$ cat src/adc_seq_pkg.sv
package adc_seq_pkg;

  // ==========================================================
  // Widths.
  localparam int RES_W = 12;
  localparam int DIV_W = 7;
  localparam int PH_W  = 4;

  // ==========================================================
  // Conversion timing in converter clock periods.
  localparam logic [PH_W-1:0] SAMPLE_TICKS = 4'h4;
  localparam logic [PH_W-1:0] CONV_TICKS   = 4'hC;
  localparam logic [PH_W-1:0] PH_RST       = 4'h0;
  localparam logic [PH_W-1:0] PH_ONE       = 4'h1;

  // ==========================================================
  // Reset values and codes.
  localparam logic [RES_W-1:0] RES_RST    = 12'h000;
  localparam logic [RES_W-1:0] MSB_MASK   = 12'h800;
  localparam logic [RES_W-1:0] FULL_SCALE = 12'hFFF;
  localparam logic [DIV_W-1:0] DIV_RST    = 7'h00;
  localparam logic [DIV_W-1:0] DIV_ONE    = 7'h01;
  localparam logic [3:0]       SRC_EXT    = 4'h0;
  localparam logic [3:0]       NIB_ZERO   = 4'h0;
  localparam logic             FMT_LEFT   = 1'b0;

  // Sequencer states.
  typedef enum logic [1:0] {
    ST_IDLE,
    ST_SAMPLE,
    ST_CONVERT,
    ST_DONE
  } seq_state_e;

endpackage

$ cat src/adc_conversion_sequencer.sv
`timescale 1ns/1ps
// Function
// - Sampling lasts 4 converter clocks, then conversion lasts 12 converter clocks.
// - Once launched, conversion runs on its own without software help.
// - Software pulses start low-high-low after configuring; device converts on it.
// - Start going high resets the converter; start returning low launches conversion.
// - Busy flag stays high throughout a conversion in progress.
// - Busy flag returns low when the conversion finishes.
// - Finished result is readable in the high and low result bytes.
// - With power enable low the converter circuitry is off.
// - Internal source disconnects the external channel regardless of channel select.
// - Format select arranges the result across the two result bytes.
// - Result is 12 bits; FFF means input equals the reference.
// - Completion sets the interrupt request flag and raises enabled interrupt.
// - Converter clock is system clock divided by two to the select value.
module adc_conversion_sequencer
  import adc_seq_pkg::*;
(
  input  wire logic             sys_clk_i,
  input  wire logic             nrst_i,
  input  wire logic             start_i,
  input  wire logic             converter_power_enable_i,
  input  wire logic [2:0]       clock_divider_select_i,
  input  wire logic [3:0]       input_source_select_i,
  input  wire logic [3:0]       external_channel_select_i,
  input  wire logic [1:0]       reference_select_i,
  input  wire logic             result_format_select_i,
  input  wire logic             global_interrupt_enable_i,
  input  wire logic             converter_interrupt_enable_i,
  input  wire logic             irq_clear_i,
  input  wire logic             compare_i,
  output logic                  analog_power_o,
  output logic                  sample_o,
  output logic                  ext_connect_o,
  output logic [3:0]            channel_o,
  output logic [3:0]            source_o,
  output logic [1:0]            reference_o,
  output logic [RES_W-1:0]      dac_code_o,
  output logic                  conversion_busy_flag_o,
  output logic [7:0]            result_high_byte_o,
  output logic [7:0]            result_low_byte_o,
  output logic                  converter_interrupt_request_o,
  output logic                  irq_o
);

  // ==========================================================
  // Start edge detection.
  logic             start_q;
  logic             start_rise;
  logic             launch;
  seq_state_e       state_q;
  logic [PH_W-1:0]  phase_q;
  logic [DIV_W-1:0] div_q;
  logic [DIV_W-1:0] div_mask;
  logic             tick;
  logic [RES_W-1:0] trial_q;
  logic [RES_W-1:0] bit_q;
  logic [RES_W-1:0] kept;
  logic [RES_W-1:0] result_q;
  logic             busy_q;
  logic             flag_q;

  // Previous start level, for edge detection.
  always_ff @(posedge sys_clk_i or negedge nrst_i) begin
    if (!nrst_i) begin
      start_q <= 1'b0;
    end else begin
      start_q <= start_i;
    end
  end

  // Rising edge resets; falling edge launches, but only when powered.
  assign start_rise = start_i && !start_q;
  assign launch     = !start_i && start_q && converter_power_enable_i;

  // ==========================================================
  // Converter clock divider.
  // Mask of low counter bits; a tick fires when they are all ones.
  assign div_mask = DIV_W'((DIV_ONE << clock_divider_select_i) - DIV_ONE);
  assign tick     = (div_q & div_mask) == div_mask;

  // Free counter, realigned at launch so sampling gets full periods.
  always_ff @(posedge sys_clk_i or negedge nrst_i) begin
    if (!nrst_i) begin
      div_q <= DIV_RST;
    end else if (launch || !converter_power_enable_i) begin
      div_q <= DIV_RST;
    end else begin
      div_q <= div_q + DIV_ONE;
    end
  end

  // ==========================================================
  // Sequencer state and phase counter.
  // Abort on power loss or start rise has priority over progress.
  always_ff @(posedge sys_clk_i or negedge nrst_i) begin
    if (!nrst_i) begin
      state_q <= ST_IDLE;
      phase_q <= PH_RST;
    end else if (!converter_power_enable_i || start_rise) begin
      state_q <= ST_IDLE;
      phase_q <= PH_RST;
    end else if (launch) begin
      state_q <= ST_SAMPLE;
      phase_q <= PH_RST;
    end else begin
      case (state_q)
        ST_SAMPLE: begin
          if (tick) begin
            if (phase_q == SAMPLE_TICKS - PH_ONE) begin
              state_q <= ST_CONVERT;
              phase_q <= PH_RST;
            end else begin
              phase_q <= phase_q + PH_ONE;
            end
          end
        end
        ST_CONVERT: begin
          if (tick) begin
            if (phase_q == CONV_TICKS - PH_ONE) begin
              state_q <= ST_DONE;
              phase_q <= PH_RST;
            end else begin
              phase_q <= phase_q + PH_ONE;
            end
          end
        end
        ST_DONE: begin
          state_q <= ST_IDLE;
        end
        default: begin
          state_q <= ST_IDLE;
        end
      endcase
    end
  end

  // ==========================================================
  // Successive approximation register.
  // A trial bit is kept when the input is at or above the trial code.
  assign kept = compare_i ? trial_q : (trial_q & ~bit_q);

  // One decision per converter clock, MSB first, twelve in all.
  always_ff @(posedge sys_clk_i or negedge nrst_i) begin
    if (!nrst_i) begin
      trial_q <= RES_RST;
      bit_q   <= RES_RST;
    end else if (launch) begin
      trial_q <= MSB_MASK;
      bit_q   <= MSB_MASK;
    end else if (state_q == ST_CONVERT && tick) begin
      bit_q   <= bit_q >> 1;
      trial_q <= kept | (bit_q >> 1);
    end
  end

  // ==========================================================
  // Result capture; held until the next completion.
  always_ff @(posedge sys_clk_i or negedge nrst_i) begin
    if (!nrst_i) begin
      result_q <= RES_RST;
    end else if (state_q == ST_CONVERT && tick && phase_q == CONV_TICKS - PH_ONE
                 && !start_rise && converter_power_enable_i) begin
      result_q <= kept;
    end
  end

  // Byte arrangement chosen by the format select.
  always_ff @(posedge sys_clk_i or negedge nrst_i) begin
    if (!nrst_i) begin
      result_high_byte_o <= RES_RST[7:0];
      result_low_byte_o  <= RES_RST[7:0];
    end else if (result_format_select_i == FMT_LEFT) begin
      result_high_byte_o <= result_q[11:4];
      result_low_byte_o  <= {result_q[3:0], NIB_ZERO};
    end else begin
      result_high_byte_o <= {NIB_ZERO, result_q[11:8]};
      result_low_byte_o  <= result_q[7:0];
    end
  end

  // ==========================================================
  // Busy flag and interrupt request.
  // Busy rises on launch, falls one cycle after the result is stored.
  always_ff @(posedge sys_clk_i or negedge nrst_i) begin
    if (!nrst_i) begin
      busy_q <= 1'b0;
    end else if (!converter_power_enable_i || start_rise) begin
      busy_q <= 1'b0;
    end else if (launch) begin
      busy_q <= 1'b1;
    end else if (state_q == ST_DONE) begin
      busy_q <= 1'b0;
    end
  end

  // Completion sets the request; a set beats a same-cycle clear.
  always_ff @(posedge sys_clk_i or negedge nrst_i) begin
    if (!nrst_i) begin
      flag_q <= 1'b0;
    end else if (state_q == ST_DONE && converter_power_enable_i && !start_rise) begin
      flag_q <= 1'b1;
    end else if (irq_clear_i) begin
      flag_q <= 1'b0;
    end
  end

  assign conversion_busy_flag_o        = busy_q;
  assign converter_interrupt_request_o = flag_q;
  assign irq_o = flag_q && global_interrupt_enable_i && converter_interrupt_enable_i;

  // ==========================================================
  // Analog front-end controls, registered.
  always_ff @(posedge sys_clk_i or negedge nrst_i) begin
    if (!nrst_i) begin
      analog_power_o <= 1'b0;
      sample_o       <= 1'b0;
      ext_connect_o  <= 1'b0;
      channel_o      <= NIB_ZERO;
      source_o       <= NIB_ZERO;
      reference_o    <= 2'h0;
    end else begin
      analog_power_o <= converter_power_enable_i;
      sample_o       <= converter_power_enable_i && state_q == ST_SAMPLE;
      ext_connect_o  <= converter_power_enable_i
                        && input_source_select_i == SRC_EXT;
      channel_o      <= external_channel_select_i;
      source_o       <= input_source_select_i;
      reference_o    <= reference_select_i;
    end
  end

  // The trial register drives the comparator directly, so each decision sees the current trial.
  assign dac_code_o = trial_q;

  // ==========================================================
  // Checks.
  logic [4:0] tick_cnt_q;

  // Converter clocks seen since launch.
  always_ff @(posedge sys_clk_i or negedge nrst_i) begin
    if (!nrst_i) begin
      tick_cnt_q <= 5'h00;
    end else if (launch) begin
      tick_cnt_q <= 5'h00;
    end else if (tick && (state_q == ST_SAMPLE || state_q == ST_CONVERT)) begin
      tick_cnt_q <= tick_cnt_q + 5'h01;
    end
  end
endmodule

$ cat config.mk
export PLATFORM = sky130hd
export DESIGN_NAME = adc_conversion_sequencer
export DESIGN_NICKNAME = d
export VERILOG_FILES = /design/src/adc_seq_pkg.sv /design/src/adc_conversion_sequencer.sv
export SDC_FILE = /design/constraint.sdc
export NUM_CORES = 1
export LEC_CHECK = 0
export ABC_CLOCK_PERIOD_IN_PS = 1900
export BUFFER_PORTS_ARGS = -buffer_cell sky130_fd_sc_hd__buf_2
export CORE_MARGIN = 2
export CORE_UTILIZATION = 32
export DETAILED_ROUTE_END_ITERATION = 10
export GPL_TIMING_DRIVEN = 1
export SYNTH_ARGS = -nofsm -noshare
export SYNTH_HDL_FRONTEND = slang
export SYNTH_SLANG_ARGS = --single-unit
$ cat constraint.sdc
create_clock -name sys_clk_i -period 1.9 [get_ports sys_clk_i]
set_input_delay 0 -clock sys_clk_i [delete_from_list [all_inputs] [get_ports sys_clk_i]]
set_output_delay 0 -clock sys_clk_i [all_outputs]
set_load 0.01 [all_outputs]
======== Yosys cells after proc, flatten, opt, wreduce, memory -nomap -nowiden ========
Index checks and enable logic that the tools add are counted.
cells by class
  add/subtract/negate cells ............... 3
  equality and inequality tests ........... 10
  shift-type cells ........................ 1
  mux-type cells .......................... 27
  bitwise operators ....................... 4
  reduce and logical (&&, ||, !) cells .... 26
operators by type and width
  kind                 number
  $mux 12              5
  $mux 4               6
  $mux 8               2
  $ne 4x4->1 const B   4
  $logic_and 1x1->1    13
  $and 12x12->12       1
  $mux 2               6
  $not 12->12          1
  $or 12x11->12        1
  $pmux 4 s2           1
  $add 7x1->7 const B  1
  $and 7x7->7          1
  $eq 7x7->1           1
  $mux 7               1
  $shl 1x3->7 const A  1
  $sub 7x1->7 const B  1
  $mux 1               5
  $add 4x1->4 const B  1
  $eq 2x2->1 const B   2
  $eq 4x2->1 const B   1
  $eq 4x4->1 const B   1
  $logic_not 1->1      4
  $logic_not 4->1      1
  $pmux 2 s2           1
  other kinds (7)      9
word-level totals
  register bits after elaboration ......... 81
  input port bits ......................... 22
  output and inout port bits .............. 44
  logic and storage cells ................. 88

======== Longest topological paths before layout ========
  word-level depth ........................ 8
  mapped depth ............................ 9
  gate-level depth less buffers ........... 8

======== Worst setup path after synthesis ========
No wires, ideal clock.
  path type ............................... register to register
  start point ............................. reg state_q[0]
  end point ............................... reg state_q[0]
  setup time .............................. 0.139 ns
  arrival time ............................ 1.716 ns
  required time ........................... 1.761 ns
  slack ................................... 0.045 ns
  stages on the path, launching flop included .. 9
  path buffers ............................ 1
  clock period less this slack ............ 1.855 ns
  cell sequence ........................... dfrtp_1 inv_1 ha_1 clkbuf_1 mux2i_1 nand2_1 and2b_1 a211oi_1 or4_1
on the way
  longest elaborated chain between the ends .. 4
  elaborated cells between the ends (all ways) .. 10
  those cells by class .................... eq/ne: 6; mux: 3; reduce/logical: 1
ends and longest elaborated chain
  item                                             RTL line                         source
  start: declaration                               adc_conversion_sequencer.sv:51   seq_state_e state_q;
  start signal: assignment                         adc_conversion_sequencer.sv:98   state_q <= ST_IDLE;
  start signal: assignment                         adc_conversion_sequencer.sv:101  state_q <= ST_IDLE;
  start signal: assignment                         adc_conversion_sequencer.sv:104  state_q <= ST_SAMPLE;
  $eq 2x2->1 / $eq 2x1->1 (equally long branches)  adc_conversion_sequencer.sv:107  case (state_q)
  $pmux 2 s2                                       adc_conversion_sequencer.sv:107
  $mux 2                                           adc_conversion_sequencer.sv:103  end else if (launch) begin
  $mux 2                                           adc_conversion_sequencer.sv:100  end else if (!converter_power_enable_i || start_rise) begin
Parallel ways exist; a longest one is shown, timed or not.
A chain may end at the register's enable or synchronous reset.

======== Worst setup path in the final report ========
Same ends and word-level chain as after synthesis.

==> key figures <==
Clock tree
  – Clk sinks: between 80 and 90
  – CTS Buf Count: 9
  – H-tree level count: 3
  – Clock slew at reported path FFs: ~80 ps
  – Clock Latency Late Sink: roughly 350 ps
  – Clock buffer depth: 2
  – Root Buffer: clkbuf_8
  – CTS tree: yes

Routing
  – Antenna viol nets, final: 0
  – Routed vias/inst: 4.573
  – Final wirelength: 7012 microns
  – Vias: between 2000 and 2500
  – Detailed Routing Iterations Pass 1: 5
  – # DRC: 0
  – Initial DRC count: slightly above 90
  – Wire length per cell: between 10 and 15 microns

Pwr
  – Clock share of power: about 40%
  – Pleak: between 1.5 and 2 nW
  – VDD IR max: between 0.3 and 0.4 mV
  – Sw Pwr: slightly above 0.0008 W
  – P_int: between 0.002 and 0.003 W
  – Pwr/cell area: 821.4 nW/um^2
  – Switching share of power: a little under a quarter
  – Combinational share of power: under 10%
  – Sequential share of power: 51.7%

Timing
  – Final Cycle Share: 96.69%
  – FMAX: ~0.54 GHz
  – Rel. slew slack: 68.90%
  – Setup TNS: 0 ps
  – RSZ-0062 raised after global routing: yes
  – # setup viols final: 0
  – Max Slew Vio Count: 0
  – Slack of the critical path: 62.93 ps
  – Final hold vios: 0
  – Final min period: ~1800 ps
  – Skew final: approximately 11 ps
  – Final hold slack: between 30 and 40 ps
  – Worst Max-Slew Pin Slew: ~470 ps

Floorplanning
  – Starting Density: about a third
  – Die Y: around 110 microns
  – Die width: 106.0 microns
  – Rows: 37
  – Die area: 11240 sq um
  – CORE AREA: ~10000 sq um
  – IO Count: 66

Finish
  – N_diodes: 0
  – Layout cell share with drive strength beyond 1: between 20% and 30%
  – Final net count: around 430
  – Area Growth Syn to Fin: 26.51%
  – Final instance area: 4215 sq um
  – Layout filler cell count: approximately 1000

Setup path
  – Arrival @ worst endpoint: around 2100 ps
  – Crit path max fanout: 6
  – Crit path required time: around 2100 ps
  – Worst r2r path cells: 7
  – CP Class: reg2reg
  – Worst setup EP type: flop
  – CP Launch Type: flop

Yosys
  – Post-synth net total: 338
  – Post-synthesis mux area share: ~4.2%
  – Register bit total from synthesis: just over 80
  – Cell area after synthesis: approximately 3300 sq um
  – Sequential share of the synthesized area: 60.83%
  – XOR/XNOR Fraction of Synth Area: around 1.6%
  – Syn Inst Count: between 300 and 400
  – Compound-Gate Fraction of Synth Area: between 10 and 15%
  – Simple-gate share of the synthesized area: between 10% and 20%
  – Dominant combinational cell family by area after synthesis: compound AO/OA/AOI/OAI gates
  – Syn Area/Cell: approximately 11 sq um
  – Post-synthesis adder-cell area fraction: 1.878%
  – Ys Warns: 0
  – Distinct cells, synth: 39

Run
  – Max Cap Viol: 0

Global routing
  – Vias in the first global route: about 2500
  – Initial antenna violation count: 0
  – Grt ovf: 0
  – First-pass GRT wire length: 11590 microns
  – Largest net degree at the start of global routing: 37
  – Total GRT Usage: between 10% and 20%

Outcome
  – Status: completed

Place
  – Port buffer count: 65
  – Placed inst area: around 3800 sq um
  – Place WS: ~34 ps
  – RD Place Congestion: roughly 0.8
  – Post-DP HPWL: 4886 microns

Worst hold path
  – Worst Hold Class: in2reg
  – Hold path depth: 2
repair_timing:
action,CTS,global route
setup buffers,0,1
setup endpoints to repair,0,5
hold buffers,14,0
gates resized for setup,0,5
hold endpoints to repair,57,0
routing by layer:
metal	up-vias	wire length, microns	global-route usage, %	part of all wire, %
li1	1217	-	-	-
met1	1187	3194	16.34	46
met2	51	3389	21.47	48
met3	10	292	3.556	4.2
met4	0	135	5.357	1.9
met5	-	0	0	0
Yosys cell counts:
cell type  instances  area (sq um)
a211oi_1           4         30.03
inv_1             29         108.9
a21boi_1           1         7.510
nand2_1           38         142.6
xnor2_1            3         26.28
and4_4             1         11.26
a21o_1             1         7.510
o21ai_2            1         8.760
xor2_1             3         26.28
o32ai_1            1         8.760
nor2_1            18         67.56
mux2i_1           14         140.1
and3_1             2         12.51
ha_1               5         62.56
a22o_1             1         8.760
o31ai_1           11         82.58
a21boi_0           1         7.510
nand4_1            1         6.260
dfrtp_1           81          2027
nor2b_1            2         12.51
nand2b_1           4         25.02
a21oi_1           28         140.1
or4_1              2         15.01
or3_1              3         18.77
o21ai_1            1         5.000
a211o_1            2         17.52
buf_6              2         22.52
clkbuf_1           7         26.28
nand3_1            5         25.02
o21ai_0           22         110.1
and2_1             7         43.79
o22ai_1            1         6.260
o221ai_1           1         8.760
buf_2              3         15.01
nor3b_1            1         7.510
and2b_1            1         7.510
nand2b_4           1         13.76
o21bai_1           1         7.510
and3_4             1         11.26
kinds of logic after synthesis:
kind of cell | Yosys count
XOR/XNOR | 6
AO/OA/AOI/OAI | 77
adder cells (fa/ha/maj) | 5
buffers and inverters | 41
AND/OR/NAND/NOR | 87
multiplexers | 14
flip-flops | 81
final cells by class:
class                   instances  area, sq um  share of cell area [%]
multi-input cells             189         1146                   27.19
inverters                      29        108.9                   2.582
clock inverters                 6        90.09                   2.137
repair buffers                 88        535.5                   12.70
flip-flops and latches         81         2027                   48.09
well taps                     136        170.2                   4.037
clock buffers                  10        137.6                   3.265
final timing paths:
path,start,to,slack [ps]
worst max-delay path,state_q[0],state_q[0],60
worst min-delay path,result_format_select_i,result_high_byte_o[6],40
worst max register to register,state_q[0],state_q[0],60
worst min register to register,result_q[1],result_low_byte_o[1],490
max in group asynchronous,nrst_i,result_low_byte_o[7],1110
min in group asynchronous,nrst_i,div_q[4],140
worst max-delay path, cell delays in order, from the launching register on:
cell and delay (ps):
dfrtp_1 400, inv_1 60, ha_2 220, mux2i_1 130, nand2_1 90, and2b_2 250
a211oi_1 70, or4_1 500
power groups by stage:
stage               sequential [W]  combinational [W]  clock, W
finish                     0.00179           0.000267   0.00141
detailed placement         0.00182           0.000243         0
floorplan                  0.00184          0.0000954         0
global route               0.00179           0.000299   0.00152
CTS                        0.00179           0.000266   0.00146
global placement           0.00182           0.000241         0
stage by stage:
step,std cells,total power [W],util (%)
after detailed placement,508,0.002067,37.40
after floorplan,311,0.001935,-
final,539,0.003462,41.20
after global routing,539,0.003617,41.20
after global placement,508,0.002062,37.40
after CTS,538,0.003514,40.99
cells in the final DEF, fill, tap and decap left out, drive strengths merged, types with 2 or more instances in the layout:
master / n
dfrtp: 81
buf: 74
nand2: 38
inv: 30
a21oi: 28
o21ai: 24
nor2: 18
mux2i: 14
dlygate4sd3: 14
o31ai: 11
clkbuf: 10
and2: 7
nand3: 5
nand2b: 5
ha: 5
a211oi: 4
xor2: 3
xnor2: 3
or3: 3
and3: 3
or4: 2
a211o: 2
nor2b: 2
bufinv: 2
a21boi: 2
clkinv: 2
flip-flops by register name (all words and copies together) (netlist names), 2 cells and up:
register            flops
channel_o               4
result_low_byte_o       8
reference_o             2
div_q                   7
dac_code_o             12
result_q               12
bit_q                  12
result_high_byte_o      8
state_q                 2
phase_q                 4
source_o                4
No activity file was read; power rests on OpenSTA's default activity.
